===== src/include/dpi_pkg.sv =====
// Purpose: shared constants and types for the dram power-up/initialisation tracker
// Assumes: 10 MHz fabric clock, pins sampled through a two-stage synchroniser
// Notes:   register offsets are byte addresses on a 32-bit axi4-lite slave
package dpi_pkg;

  localparam int unsigned CLK_MHZ        = 10;
  localparam int unsigned INIT_WAIT_US   = 500;
  localparam int unsigned INIT_WAIT_CYC  = INIT_WAIT_US * CLK_MHZ;
  localparam int unsigned DLLK_CYC_DEF   = 512;  // plain default, set per application
  localparam int unsigned ZQINIT_CYC_DEF = 512;  // plain default, set per application
  localparam int unsigned CNT_W          = 16;

  localparam int unsigned ADDR_W    = 15;
  localparam int unsigned BA_W      = 3;
  localparam int unsigned NUM_BANKS = 8;
  localparam int unsigned NUM_MR    = 4;
  localparam int unsigned BEAT_W    = 3;

  // command pins, active-low strobes as on the pins
  typedef struct packed {
    logic              reset_n;
    logic              cke;
    logic              odt;
    logic              cs_n;
    logic              ras_n;
    logic              cas_n;
    logic              we_n;
    logic [BA_W-1:0]   ba;
    logic [ADDR_W-1:0] addr;
  } dpi_pins_s;

  localparam dpi_pins_s PINS_IDLE = '{reset_n: 1'b0, cke: 1'b0, odt: 1'b0, cs_n: 1'b1, ras_n: 1'b1,
                                      cas_n: 1'b1, we_n: 1'b1, ba: 3'h0, addr: 15'h0000};

  // {ras_n, cas_n, we_n} with cs_n low
  localparam logic [2:0] CMD_MRS = 3'h0;
  localparam logic [2:0] CMD_REF = 3'h1;
  localparam logic [2:0] CMD_PRE = 3'h2;
  localparam logic [2:0] CMD_ACT = 3'h3;
  localparam logic [2:0] CMD_WR  = 3'h4;
  localparam logic [2:0] CMD_RD  = 3'h5;
  localparam logic [2:0] CMD_ZQ  = 3'h6;
  localparam logic [2:0] CMD_NOP = 3'h7;

  localparam logic [BA_W-1:0] BA_MR0 = 3'h0;
  localparam logic [BA_W-1:0] BA_MR1 = 3'h1;
  localparam logic [BA_W-1:0] BA_MR2 = 3'h2;
  localparam logic [BA_W-1:0] BA_MR3 = 3'h3;
  localparam logic [2:0]      STEP_ZQ = 3'h4;

  localparam int unsigned A_AP     = 10;
  localparam int unsigned A_BC     = 12;
  localparam int unsigned A_DLL_EN = 0;
  localparam int unsigned A_DLL_RS = 8;
  localparam int unsigned MR0_BT   = 3;
  localparam logic [1:0]  BL_FIX8  = 2'h0;
  localparam logic [1:0]  BL_OTF   = 2'h1;
  localparam logic [1:0]  BL_FIX4  = 2'h2;
  localparam logic [2:0]  PAIRS_BL8 = 3'h4;
  localparam logic [2:0]  PAIRS_BC4 = 3'h2;

  typedef enum logic [5:0] {
    ST_RESET = 6'h01,
    ST_WAIT  = 6'h02,
    ST_CKE   = 6'h04,
    ST_MRS   = 6'h08,
    ST_CAL   = 6'h10,
    ST_READY = 6'h20
  } dpi_state_e;

  localparam logic [31:0] REG_STATUS  = 32'h0000_0000;
  localparam logic [31:0] REG_CONTROL = 32'h0000_0004;
  localparam logic [31:0] REG_ACCESS  = 32'h0000_0008;
  localparam logic [31:0] REG_MR0     = 32'h0000_0010;
  localparam logic [31:0] REG_MR1     = 32'h0000_0014;
  localparam logic [31:0] REG_MR2     = 32'h0000_0018;
  localparam logic [31:0] REG_MR3     = 32'h0000_001c;

  localparam int unsigned CTRL_CLR_ERR  = 0;
  localparam int unsigned CTRL_CHECK_EN = 1;
  localparam logic [1:0]  CTRL_RESET    = 2'h2;
  localparam logic [1:0]  RESP_OKAY     = 2'h0;
  localparam logic [1:0]  RESP_SLVERR   = 2'h2;

endpackage : dpi_pkg


===== src/verilog/dpi_burst_col.sv =====
// Purpose: column offset of one data beat within a burst
// Assumes: beat index 0..7, chopped bursts use beats 0..3 only
// Notes:   pure combinational, one instance per beat of a pair
module dpi_burst_col
  import dpi_pkg::*;
(
  input  wire logic [BEAT_W-1:0] start_in,
  input  wire logic [BEAT_W-1:0] beat_in,
  input  wire logic              interleave_in,
  input  wire logic              chop_in,
  input  wire logic              write_in,
  output logic      [BEAT_W-1:0] col_out
);
  logic [BEAT_W-1:0] start_eff;
  logic [1:0]        low_sum;

  always_comb begin
    // writes ignore the low start bits; full-burst writes ignore the start entirely
    if (write_in) begin
      start_eff = chop_in ? {start_in[2], 2'h0} : 3'h0;
    end else begin
      start_eff = start_in;
    end
    low_sum = start_eff[1:0] + beat_in[1:0];
    if (interleave_in) begin
      col_out = start_eff ^ beat_in;
    end else begin
      col_out = {start_eff[2] ^ beat_in[2], low_sum};
    end
  end
endmodule : dpi_burst_col


===== src/verilog/dpi_top.sv =====
// Purpose: device-side tracker of dram reset, initialisation and burst column order
// Assumes: command pins are asynchronous to clk_in and pass two flip-flops first
// Notes:   mode register contents readable over axi4-lite; sequence errors are sticky
//
// The implementer's own choices: the placing of the registers and the AXI4-Lite interface to the registers.
module dpi_top
  import dpi_pkg::*;
#(
  parameter int unsigned INIT_WAIT  = INIT_WAIT_CYC,
  parameter int unsigned DLLK_WAIT  = DLLK_CYC_DEF,
  parameter int unsigned ZQINIT_WAIT = ZQINIT_CYC_DEF
) (
  input  wire logic              clk_in,
  input  wire logic              resetn_in,
  input  wire dpi_pins_s         pins_in,
  input  wire logic [31:0]       axi_awaddr_in,
  input  wire logic              axi_awvalid_in,
  output logic                   axi_awready_out,
  input  wire logic [31:0]       axi_wdata_in,
  input  wire logic [3:0]        axi_wstrb_in,
  input  wire logic              axi_wvalid_in,
  output logic                   axi_wready_out,
  output logic [1:0]             axi_bresp_out,
  output logic                   axi_bvalid_out,
  input  wire logic              axi_bready_in,
  input  wire logic [31:0]       axi_araddr_in,
  input  wire logic              axi_arvalid_in,
  output logic                   axi_arready_out,
  output logic [31:0]            axi_rdata_out,
  output logic [1:0]             axi_rresp_out,
  output logic                   axi_rvalid_out,
  input  wire logic              axi_rready_in,
  output logic                   ready_out,
  output logic                   odt_en_out,
  output logic                   beat_valid_out,
  output logic                   beat_write_out,
  output logic [BEAT_W-1:0]      beat_even_col_out,
  output logic [BEAT_W-1:0]      beat_odd_col_out
);
  localparam int unsigned CAL_WAIT = (DLLK_WAIT > ZQINIT_WAIT) ? DLLK_WAIT : ZQINIT_WAIT;

  dpi_pins_s sync1_reg, sync2_reg;
  always_ff @(posedge clk_in) begin
    if (!resetn_in) begin
      sync1_reg <= PINS_IDLE;
      sync2_reg <= PINS_IDLE;
    end else begin
      sync1_reg <= pins_in;
      sync2_reg <= sync1_reg;
    end
  end

  // command decode, only while cke is registered high
  logic       cmd_valid, dev_rst;
  logic [2:0] cmd;
  assign dev_rst   = !sync2_reg.reset_n;
  assign cmd_valid = sync2_reg.cke && !sync2_reg.cs_n && !dev_rst;
  assign cmd       = cmd_valid ? {sync2_reg.ras_n, sync2_reg.cas_n, sync2_reg.we_n} : CMD_NOP;

  logic [1:0] ctrl_reg, ctrl_next;
  logic       err_clr;

  // ---------------- initialisation sequence ----------------
  dpi_state_e        state_reg, state_next;
  logic [CNT_W-1:0]  cnt_reg, cnt_next;
  logic [2:0]        step_reg, step_next;
  logic              err_reg, err_next, err_set;
  logic              ready_reg, ready_next, odt_reg, odt_next;
  logic [BA_W-1:0]   exp_ba;

  always_comb begin
    unique case (step_reg)
      3'h0:    exp_ba = BA_MR2;
      3'h1:    exp_ba = BA_MR3;
      3'h2:    exp_ba = BA_MR1;
      default: exp_ba = BA_MR0;
    endcase
  end

  always_comb begin
    state_next = state_reg;
    cnt_next   = cnt_reg;
    step_next  = step_reg;
    err_set    = 1'b0;
    if (dev_rst) begin
      state_next = ST_RESET;
      step_next  = 3'h0;
    end else begin
      unique case (state_reg)
        ST_RESET: begin
          state_next = ST_WAIT;
          cnt_next   = CNT_W'(INIT_WAIT);
        end
        ST_WAIT: begin
          if (sync2_reg.cke) begin
            err_set = 1'b1;
          end
          if (cnt_reg != '0) begin
            cnt_next = cnt_reg - CNT_W'(1);
          end else begin
            state_next = ST_CKE;
          end
        end
        ST_CKE: begin
          if (sync2_reg.cke) begin
            state_next = ST_MRS;
          end
        end
        ST_MRS: begin
          if (!sync2_reg.cke) begin
            err_set = 1'b1;
          end
          if (cmd == CMD_MRS) begin
            if (step_reg == STEP_ZQ || sync2_reg.ba != exp_ba) begin
              err_set = 1'b1;
            end
            if (sync2_reg.ba == BA_MR1 && sync2_reg.addr[A_DLL_EN]) begin
              err_set = 1'b1;
            end
            if (sync2_reg.ba == BA_MR0 && !sync2_reg.addr[A_DLL_RS]) begin
              err_set = 1'b1;
            end
            if (step_reg != STEP_ZQ) begin
              step_next = step_reg + 3'h1;
            end
          end else if (cmd == CMD_ZQ && sync2_reg.addr[A_AP]) begin
            if (step_reg != STEP_ZQ) begin
              err_set = 1'b1;
            end
            state_next = ST_CAL;
            cnt_next   = CNT_W'(CAL_WAIT);
          end else if (cmd != CMD_NOP) begin
            err_set = 1'b1;
          end
        end
        ST_CAL: begin
          if (!sync2_reg.cke) begin
            err_set = 1'b1;
          end
          if (cnt_reg != '0) begin
            cnt_next = cnt_reg - CNT_W'(1);
          end else begin
            state_next = ST_READY;
          end
        end
        ST_READY: begin
          state_next = ST_READY;
        end
        default: state_next = ST_RESET;
      endcase
    end
    // set wins over a software clear
    err_next   = (err_reg && !err_clr) || (err_set && ctrl_reg[CTRL_CHECK_EN]);
    ready_next = (state_next == ST_READY);
    // termination held off until cke registers high
    odt_next   = !(state_next inside {ST_RESET, ST_WAIT, ST_CKE}) && sync2_reg.odt;
  end

  always_ff @(posedge clk_in) begin
    if (!resetn_in) begin
      state_reg <= ST_RESET;
      cnt_reg   <= '0;
      step_reg  <= 3'h0;
      err_reg   <= 1'b0;
      ready_reg <= 1'b0;
      odt_reg   <= 1'b0;
    end else begin
      state_reg <= state_next;
      cnt_reg   <= cnt_next;
      step_reg  <= step_next;
      err_reg   <= err_next;
      ready_reg <= ready_next;
      odt_reg   <= odt_next;
    end
  end

  // ---------------- mode registers ----------------
  logic [ADDR_W-1:0] mr_reg   [NUM_MR];
  logic [ADDR_W-1:0] mr_next  [NUM_MR];
  logic [NUM_MR-1:0] mrw_reg, mrw_next;

  always_comb begin
    mr_next  = mr_reg;
    mrw_next = mrw_reg;
    if (dev_rst) begin
      mrw_next = '0;
    end else if (cmd == CMD_MRS && sync2_reg.ba[2] == 1'b0) begin
      mr_next[sync2_reg.ba[1:0]]  = sync2_reg.addr;
      mrw_next[sync2_reg.ba[1:0]] = 1'b1;
    end
  end

  always_ff @(posedge clk_in) begin
    if (!resetn_in) begin
      mr_reg  <= '{default: '0};
      mrw_reg <= '0;
    end else begin
      mr_reg  <= mr_next;
      mrw_reg <= mrw_next;
    end
  end

  // ---------------- banks and bursts ----------------
  logic [ADDR_W-1:0]    row_reg  [NUM_BANKS];
  logic [ADDR_W-1:0]    row_next [NUM_BANKS];
  logic [NUM_BANKS-1:0] open_reg, open_next;
  logic [2:0]           pairs_reg, pairs_next, pair_reg, pair_next;
  logic [BEAT_W-1:0]    start_reg, start_next;
  logic                 il_reg, il_next, chop_reg, chop_next, wr_reg, wr_next;
  logic [20:0]          acc_reg, acc_next;
  logic                 chop_cmd, rw_cmd;
  logic [BEAT_W-1:0]    col_even, col_odd;
  logic                 bv_next;

  assign rw_cmd = (cmd == CMD_RD || cmd == CMD_WR);

  always_comb begin
    unique case (mr_reg[0][1:0])
      BL_OTF:  chop_cmd = !sync2_reg.addr[A_BC];
      BL_FIX4: chop_cmd = 1'b1;
      default: chop_cmd = 1'b0;
    endcase
  end

  always_comb begin
    row_next   = row_reg;
    open_next  = open_reg;
    pairs_next = pairs_reg;
    pair_next  = pair_reg;
    start_next = start_reg;
    il_next    = il_reg;
    chop_next  = chop_reg;
    wr_next    = wr_reg;
    acc_next   = acc_reg;
    bv_next    = (pairs_reg != 3'h0);
    if (pairs_reg != 3'h0) begin
      pairs_next = pairs_reg - 3'h1;
      pair_next  = pair_reg + 3'h1;
    end
    if (dev_rst) begin
      open_next  = '0;
      pairs_next = 3'h0;
    end else if (cmd == CMD_ACT) begin
      row_next[sync2_reg.ba]  = sync2_reg.addr;
      open_next[sync2_reg.ba] = 1'b1;
    end else if (cmd == CMD_PRE) begin
      if (sync2_reg.addr[A_AP]) begin
        open_next = '0;
      end else begin
        open_next[sync2_reg.ba] = 1'b0;
      end
    end else if (rw_cmd && open_reg[sync2_reg.ba] && state_reg == ST_READY) begin
      pairs_next = chop_cmd ? PAIRS_BC4 : PAIRS_BL8;
      pair_next  = 3'h0;
      start_next = sync2_reg.addr[BEAT_W-1:0];
      il_next    = mr_reg[0][MR0_BT];
      chop_next  = chop_cmd;
      wr_next    = (cmd == CMD_WR);
      acc_next   = {wr_next, chop_cmd, sync2_reg.addr[A_AP], sync2_reg.ba, sync2_reg.addr};
      if (sync2_reg.addr[A_AP]) begin
        open_next[sync2_reg.ba] = 1'b0;
      end
    end
    // mode writes fall through: bank and row state is kept
  end

  always_ff @(posedge clk_in) begin
    if (!resetn_in) begin
      row_reg   <= '{default: '0};
      open_reg  <= '0;
      pairs_reg <= 3'h0;
      pair_reg  <= 3'h0;
      start_reg <= '0;
      il_reg    <= 1'b0;
      chop_reg  <= 1'b0;
      wr_reg    <= 1'b0;
      acc_reg   <= '0;
    end else begin
      row_reg   <= row_next;
      open_reg  <= open_next;
      pairs_reg <= pairs_next;
      pair_reg  <= pair_next;
      start_reg <= start_next;
      il_reg    <= il_next;
      chop_reg  <= chop_next;
      wr_reg    <= wr_next;
      acc_reg   <= acc_next;
    end
  end

  // two beats per clock: even and odd beat of the current pair
  dpi_burst_col u_col_even (.start_in(start_reg), .beat_in({pair_reg[1:0], 1'b0}), .interleave_in(il_reg),
                            .chop_in(chop_reg), .write_in(wr_reg), .col_out(col_even));
  dpi_burst_col u_col_odd  (.start_in(start_reg), .beat_in({pair_reg[1:0], 1'b1}), .interleave_in(il_reg),
                            .chop_in(chop_reg), .write_in(wr_reg), .col_out(col_odd));

  always_ff @(posedge clk_in) begin
    if (!resetn_in) begin
      beat_valid_out    <= 1'b0;
      beat_write_out    <= 1'b0;
      beat_even_col_out <= '0;
      beat_odd_col_out  <= '0;
    end else begin
      beat_valid_out    <= bv_next;
      beat_write_out    <= wr_reg;
      beat_even_col_out <= col_even;
      beat_odd_col_out  <= col_odd;
    end
  end

  assign ready_out  = ready_reg;
  assign odt_en_out = odt_reg;

  // ---------------- axi4-lite slave ----------------
  logic        awf_reg, awf_next, wf_reg, wf_next, bv_reg, bvn;
  logic [31:0] awa_reg, awa_next, wd_reg, wd_next, rd_next;
  logic [3:0]  ws_reg, ws_next;
  logic [1:0]  br_next, rr_next;
  logic        rv_next, wdo;
  logic [31:0] status_w;

  assign status_w = {16'h0000, step_reg, mrw_reg, err_reg, odt_reg, ready_reg, state_reg};
  assign wdo      = awf_reg && wf_reg && !bv_reg;
  assign err_clr  = wdo && awa_reg == REG_CONTROL && ws_reg[0] && wd_reg[CTRL_CLR_ERR];

  always_comb begin
    awf_next  = awf_reg || (axi_awvalid_in && !awf_reg);
    wf_next   = wf_reg || (axi_wvalid_in && !wf_reg);
    awa_next  = (axi_awvalid_in && !awf_reg) ? axi_awaddr_in : awa_reg;
    wd_next   = (axi_wvalid_in && !wf_reg) ? axi_wdata_in : wd_reg;
    ws_next   = (axi_wvalid_in && !wf_reg) ? axi_wstrb_in : ws_reg;
    bvn       = bv_reg && !axi_bready_in;
    br_next   = axi_bresp_out;
    ctrl_next = ctrl_reg;
    if (wdo) begin
      awf_next = 1'b0;
      wf_next  = 1'b0;
      bvn      = 1'b1;
      br_next  = (awa_reg inside {REG_STATUS, REG_CONTROL, REG_ACCESS, REG_MR0, REG_MR1, REG_MR2, REG_MR3})
                 ? RESP_OKAY : RESP_SLVERR;
      if (awa_reg == REG_CONTROL && ws_reg[0]) begin
        ctrl_next = {wd_reg[CTRL_CHECK_EN], 1'b0};
      end
    end
    rv_next = axi_rvalid_out && !axi_rready_in;
    rd_next = axi_rdata_out;
    rr_next = axi_rresp_out;
    if (axi_arvalid_in && !axi_rvalid_out) begin
      rv_next = 1'b1;
      rr_next = RESP_OKAY;
      unique case (axi_araddr_in)
        REG_STATUS:  rd_next = status_w;
        REG_CONTROL: rd_next = {30'h0, ctrl_reg};
        REG_ACCESS:  rd_next = {11'h000, acc_reg};
        REG_MR0:     rd_next = {17'h00000, mr_reg[0]};
        REG_MR1:     rd_next = {17'h00000, mr_reg[1]};
        REG_MR2:     rd_next = {17'h00000, mr_reg[2]};
        REG_MR3:     rd_next = {17'h00000, mr_reg[3]};
        default: begin
          rd_next = 32'h0000_0000;
          rr_next = RESP_SLVERR;
        end
      endcase
    end
  end

  always_ff @(posedge clk_in) begin
    if (!resetn_in) begin
      awf_reg <= 1'b0; wf_reg <= 1'b0; bv_reg <= 1'b0;
      awa_reg <= '0; wd_reg <= '0; ws_reg <= '0; ctrl_reg <= CTRL_RESET;
      axi_awready_out <= 1'b0; axi_wready_out <= 1'b0; axi_arready_out <= 1'b0;
      axi_bvalid_out <= 1'b0; axi_bresp_out <= RESP_OKAY;
      axi_rvalid_out <= 1'b0; axi_rresp_out <= RESP_OKAY; axi_rdata_out <= '0;
    end else begin
      awf_reg <= awf_next; wf_reg <= wf_next; bv_reg <= bvn;
      awa_reg <= awa_next; wd_reg <= wd_next; ws_reg <= ws_next; ctrl_reg <= ctrl_next;
      axi_awready_out <= !awf_next; axi_wready_out <= !wf_next; axi_arready_out <= !rv_next;
      axi_bvalid_out <= bvn; axi_bresp_out <= br_next;
      axi_rvalid_out <= rv_next; axi_rresp_out <= rr_next; axi_rdata_out <= rd_next;
    end
  end
endmodule : dpi_top


===== config.mk =====
export PLATFORM = sky130hd
export DESIGN_NAME = dpi_top
export DESIGN_NICKNAME = d
export VERILOG_FILES = /design/src/include/dpi_pkg.sv /design/src/verilog/dpi_burst_col.sv /design/src/verilog/dpi_top.sv
export SDC_FILE = /design/constraint.sdc
export NUM_CORES = 1
export LEC_CHECK = 0
export BUFFER_PORTS_ARGS = -buffer_cell sky130_fd_sc_hd__buf_2
export CORE_MARGIN = 4
export CORE_UTILIZATION = 50
export DETAILED_ROUTE_END_ITERATION = 8
export MAX_ROUTING_LAYER = met4
export PLACE_DENSITY = 0.73
export SYNTH_ARGS = -nofsm -noshare
export SYNTH_HDL_FRONTEND = slang
export SYNTH_SLANG_ARGS = --single-unit

===== constraint.sdc =====
create_clock -name clk_in -period 3.6 [get_ports clk_in]
set_input_delay 0.36 -clock clk_in [delete_from_list [all_inputs] [get_ports clk_in]]
set_output_delay 0.36 -clock clk_in [all_outputs]
set_load 0.01 [all_outputs]

# After elaboration in Yosys (flattened, before gate mapping)
# Index checks and enable logic that the tools add are counted.
totals:
  reg_bits: 270
  wordCells: 242
op_classes:
  bitwise: 11
  n_reduce_logical: 65
  muxes: 60
  addsub: 6
  order_cmp: 6
  eq_ne: 39
op_table:
  columns: ["operator", "count"]
  rows:
  - ["$eq 32x5->1 const B", 8]
  - ["$pmux 21 s7", 1]
  - ["$eq 32x3->1 const B", 2]
  - ["$eq 32x4->1 const B", 2]
  - ["$logic_not 32->1", 2]
  - ["$bwmux 60", 1]
  - ["$mux 16", 3]
  - ["$pmux 16 s3", 1]
  - ["$mux 3", 15]
  - ["$mux 8", 5]
  - ["$mux 6", 6]
  - ["$pmux 6 s6", 1]
  - ["$demux 15 s2", 1]
  - ["$logic_and 1x1->1", 25]
  - ["$mux 1", 17]
  - ["$reduce_bool 16->1", 1]
  - ["$sub 16x1->16 const B", 1]
  - ["$mux 15", 1]
  - ["$reduce_bool 3->1", 5]
  - ["$logic_not 1->1", 14]
  - ["$eq 3x3->1 const B", 4]
  - ["$eq 6x1->1 const B", 2]
  - ["$eq 6x2->1 const B", 2]
  - ["$eq 6x3->1 const B", 2]
  - ["other kinds (44)", 65]

# Logic depth before layout (Yosys ltp)
depth:
  depth_word: 14
  depth_mapped: 9
  ltp_nobuf: 7

# Modules after synthesis
# Synthesis repeated with hierarchy kept, for this count alone.
unflattened:
  hier_cells: 1228
  area_unflattened_um2: 10400.0
modules_own_cells:
  columns: ["mod", "n_inst", "area_per_inst_um2", "seq_area_each_um2", "cells_each"]
  rows:
  - ["dpi_top", 1, 10217.3, 5004.8, 1210]
  - ["dpi_burst_col", 2, 91.3, 0.0, 9]

# Worst setup path before layout
# OpenSTA, ideal clock, no wires.
synth_path:
  kind: "register to register"
  from: "register sync2_reg[16] (netlist name)"
  to: "register pairs_reg[2]"
  setup_time_ps: 116
  arrival_ps: 2030
  stages_incl_launch_ff: 8
  synth_period_minus_slack_ps: 2146
  required_ps: 3484
  slack_ps: 1454
  cell_sequence: "dfxtp_1 > buf_6 > mux2i_1 > a311o_1 > or4_1 > buf_2 > or3_1 > and3_1"
synth_between:
  elab_chain_len: 7
synth_lines:
  columns: ["item", "line_no", "rtl"]
  rows:
  - ["from (decl)", "dpi_top.sv:42", "dpi_pins_s sync1_reg, sync2_reg;"]
  - ["from (signal assigned)", "dpi_top.sv:49", "sync2_reg <= sync1_reg;"]
  - ["$bmux 1 s3", "dpi_top.sv:252", "end else if (rw_cmd && open_reg[sync2_reg.ba] && state_reg == ST_READY) begin"]
  - ["$mux 1 (implied by the code)", "dpi_top.sv:252", null]
  - ["$logic_and 1x1->1 (2 in series)", "dpi_top.sv:252", null]
  - ["$mux 3", "dpi_top.sv:252", null]
  - ["$mux 3", "dpi_top.sv:246", "end else if (cmd == CMD_PRE) begin"]
  - ["$mux 3", "dpi_top.sv:243", "end else if (cmd == CMD_ACT) begin"]
  - ["to (signal assigned)", "dpi_top.sv:281", "pairs_reg <= pairs_next;"]
  - ["to (decl)", "dpi_top.sv:207", "logic [2:0] pairs_reg, pairs_next, pair_reg, pair_next;"]
# Every way passes these cells. The select of a mux whose other input is x is not followed.
# A chain may end at the register's enable or synchronous reset.

# Worst setup path in the final report
layout_path:
  from: "register sync2_reg[23] (netlist name)"
  to: "register mr_reg[29] (netlist name)"
layout_between:
  elab_chain_len: 6
layout_lines:
  columns: ["item", "line_no", "rtl"]
  rows:
  - ["$logic_and 1x1->1 (2 in series)", "dpi_top.sv:57", "assign cmd_valid = sync2_reg.cke && !sync2_reg.cs_n && !dev_rst;"]
  - ["$mux 3", "dpi_top.sv:58", "assign cmd = cmd_valid ? {sync2_reg.ras_n, sync2_reg.cas_n, sync2_reg.we_n} : CMD_NOP;"]
  - ["$logic_not 3->1", "dpi_top.sv:187", "end else if (cmd == CMD_MRS && sync2_reg.ba[2] == 1'b0) begin"]
  - ["$logic_and 1x1->1", "dpi_top.sv:187", null]
  - ["$reduce_and 2->1 (no line)", null, null]
  - ["to (signal assigned)", "dpi_top.sv:198", "mr_reg <= mr_next;"]
  - ["to (decl)", "dpi_top.sv:178", "logic [ADDR_W-1:0] mr_reg [NUM_MR];"]
# Every way passes these cells.

==> qor.yml <==
global_routing:
  first_global_vias: 8308
  grt_pass1_wl_um: 42800
  grt_start_max_net_pins: 74
  overflow: 0
  grt_use_total_pct: 22.4
  antenna_found_initial: 0
synthesis:
  synth_cells: 1205
  yosys.area_share.simple_pct: 24.3
  synth_top_area_cell: "dfxtp_1"
  synthArstFlopShare_pct: 0
  synth.area.mux_share_pct: 5.85
  synth_top_family_by_area: "simple AND/OR/NAND/NOR gates"
  synth_area_um2: 10400
  yosys-top-cells-area: "dfxtp_1 (48%), nand2_1 (6.5%), a21oi_1 (6.3%), mux2i_1 (5.3%), and2_1 (3.1%)"
  synth_cell_types: 68
  ys_seq_area_share_pct: 48.0
  syn_avg_cell_area_um2: 8.61
  synth_edf_count: 0
  synthAdderAreaFrac_pct: 1.21
  synth_compound_area_share_pct: 15.1
  ys.flop_type: "dfxtp_1"
  ys_warn_count: 0
  synth-xor-area-share_pct: 0.759
  yosys.area.top_type_share_pct: 48.0
  synth-seq-cells: 249
hold_path:
  hold_class: "in -> reg"
clock_network:
  post_cts_buffers: 0
  cts-root-buf: "clkbuf_16"
  post_cts_resized: 0
  ctsHoldBuffers: 0
  htreeDepth: 1
  cts_tree: "done"
  cts_inserted_buffers: 26
  insertion_delay_ns: 0.54
  clk_pin_slew_ns: 0.06
  clk_path_buf_depth: 3
  cts.sinks: 249
sta:
  fin_skew_ns: 0.0272
  drv_slew: 0
  clock.fmax_mhz: 367
  fin_crit_sh_pct: 75.8
  worst_pin_slew_ns: 1.21
  fin_crit_ns: 2.73
  setup_viol: 0
  maxSlewHeadroom_pct: 19.1
  finalHoldViolCount: 0
  fin_tns_setup_ns: 0
  rsz0062_at_grt: "no"
power:
  ir_worst_vdd_mv: 0.351
  cellPowerDensity_nw_per_um2: 491
  p_leak_nw: 4.90
  p_total_mw: 5.93
worst_setup_path:
  cp.required_ns: 3.99
  end_kind: "register"
  path_class: "reg -> reg"
  crit_arrival_ns: 3.12
  cp_max_fo: 16
  crit_path_start_kind: "register"
detailed_routing:
  viasPerCell: 5.64
  vias: 9036
  routed_wl_um: 26400
  first_iter_violations: 766
  drc_errors: 0
  drtAntennaViolNets: 0
  firstDrtPassIters: 5
  routedWlPerCell_um: 16.5
placed_design:
  io_buffer_count: 136
  hpwlAfterDp_um: 17800
  finalWeightedCongestion: 0.916
  dpl.cell_count: 1554
floorplanning:
  die_w_um: 152
  start_util_pct: 51.1
  rows: 52
  die_area_um2: 23100
  coreArea_um2: 20300
  ios: 183
  dieHeight_um: 152
cells_and_area:
  final_cell_mix: "dfxtp_1 (249), nand2_1 (181), buf_2 (136), a21oi_1 (130), nor2_1 (80)"
  nets: 1454
  area_growth_pct: 16.4
  antenna_cells_inserted: 0
  fin_cells: 1602
  largest_reg_flops: 60
  drive_gt1_share_pct: 16.4
  mostFrequentLayoutCell: "dfxtp_1"
run:
  maxCapViolCount: 0
run_status:
  status: "finished, final reports clean"
layer usage:
| layer | wire (µm) | global-route usage [%] | up-vias | part of all wire, % |
|---|---|---|---|---|
| li1 | - | - | 4429 | - |
| met1 | 11800 | 30.8 | 4201 | 45 |
| met4 | 632 | 6.46 | 0 | 2.4 |
| met3 | 2190 | 3.75 | 48 | 8.3 |
| met5 | 0 | - | - | 0 |
| met2 | 11800 | 34.2 | 358 | 45 |
power breakdown:
group | total [mW] | switching (mW) | internal, mW
combinational | 0.389 | 0.240 | 0.149
clock | 2.67 | 1.06 | 1.61
sequential | 2.87 | 0.0507 | 2.82
total | 5.93 | 1.35 | 4.58
cells in the mapped netlist, types with 9 or more instances:
| cell | n |
|---|---|
| dfxtp_1 | 249 |
| nand2_1 | 181 |
| a21oi_1 | 130 |
| nor2_1 | 80 |
| clkbuf_1 | 57 |
| mux2i_1 | 55 |
| and2_1 | 51 |
| nand3_1 | 47 |
| o21ai_0 | 34 |
| nor4_1 | 27 |
| nor3_1 | 23 |
| inv_1 | 19 |
| nor2b_1 | 17 |
| a22oi_1 | 15 |
| nand2b_1 | 15 |
| buf_4 | 14 |
| buf_2 | 12 |
| o22ai_1 | 12 |
| or4_1 | 11 |
| a22o_1 | 10 |
| ha_1 | 10 |
| or3_1 | 10 |
| nand4_1 | 9 |
cell families (layout without fill, tap and decap cells):
logic type	count (synthesis)	count (layout)
mux	60	60
flops	249	249
fa+ha+maj	10	10
buf+inv	110	225
simple gates	508	508
other cells	1	13
xor+xnor	9	9
compound gates	258	258
critical path: stages (launching register included):
cell and delay (ns):
dfxtp_1 0.41, nor4bb_1 0.76, and2_1 0.26, buf_4 0.23, nand3_2 0.53, mux2i_1 0.33
nor2_1 0.06
path summary, 6_finish.rpt:
kind	cells past startpoint	to	slack [ns]	from
worst max-delay path	6	mr_reg[29]	0.87	sync2_reg[23]
worst min-delay path	2	sync1_reg[21]	0.03	pins_in[21]
worst max register to register	6	mr_reg[29]	0.87	sync2_reg[23]
worst min register to register	1	sync2_reg[19]	0.41	sync1_reg[19]
per-stage QoR:
stage | worst slack, ns | util, % | instance area (µm²) | hold WS [ns]
global placement | 0.909 | 55.2 | 11200 | 0.392
finish | 0.872 | 59.5 | 12100 | 0.0259
CTS | 0.904 | 59.5 | 12100 | 0.0121
global route | 0.540 | 59.5 | 12100 | 0.0171
floorplan | 1.45 | - | 10400 | 0.386
detailed placement | 0.897 | 55.2 | 11200 | 0.397
final cells by class:
cell class / instances / area [µm²]
fill: 1815 / 8220
sequential: 249 / 4980
multi-input combinational: 858 / 4970
timing repair buffer: 157 / 838
clock buffer: 43 / 815
tap: 270 / 338
inverter: 20 / 77.6
clock inverter: 5 / 61.3
(Power assumes the default switching activity.)
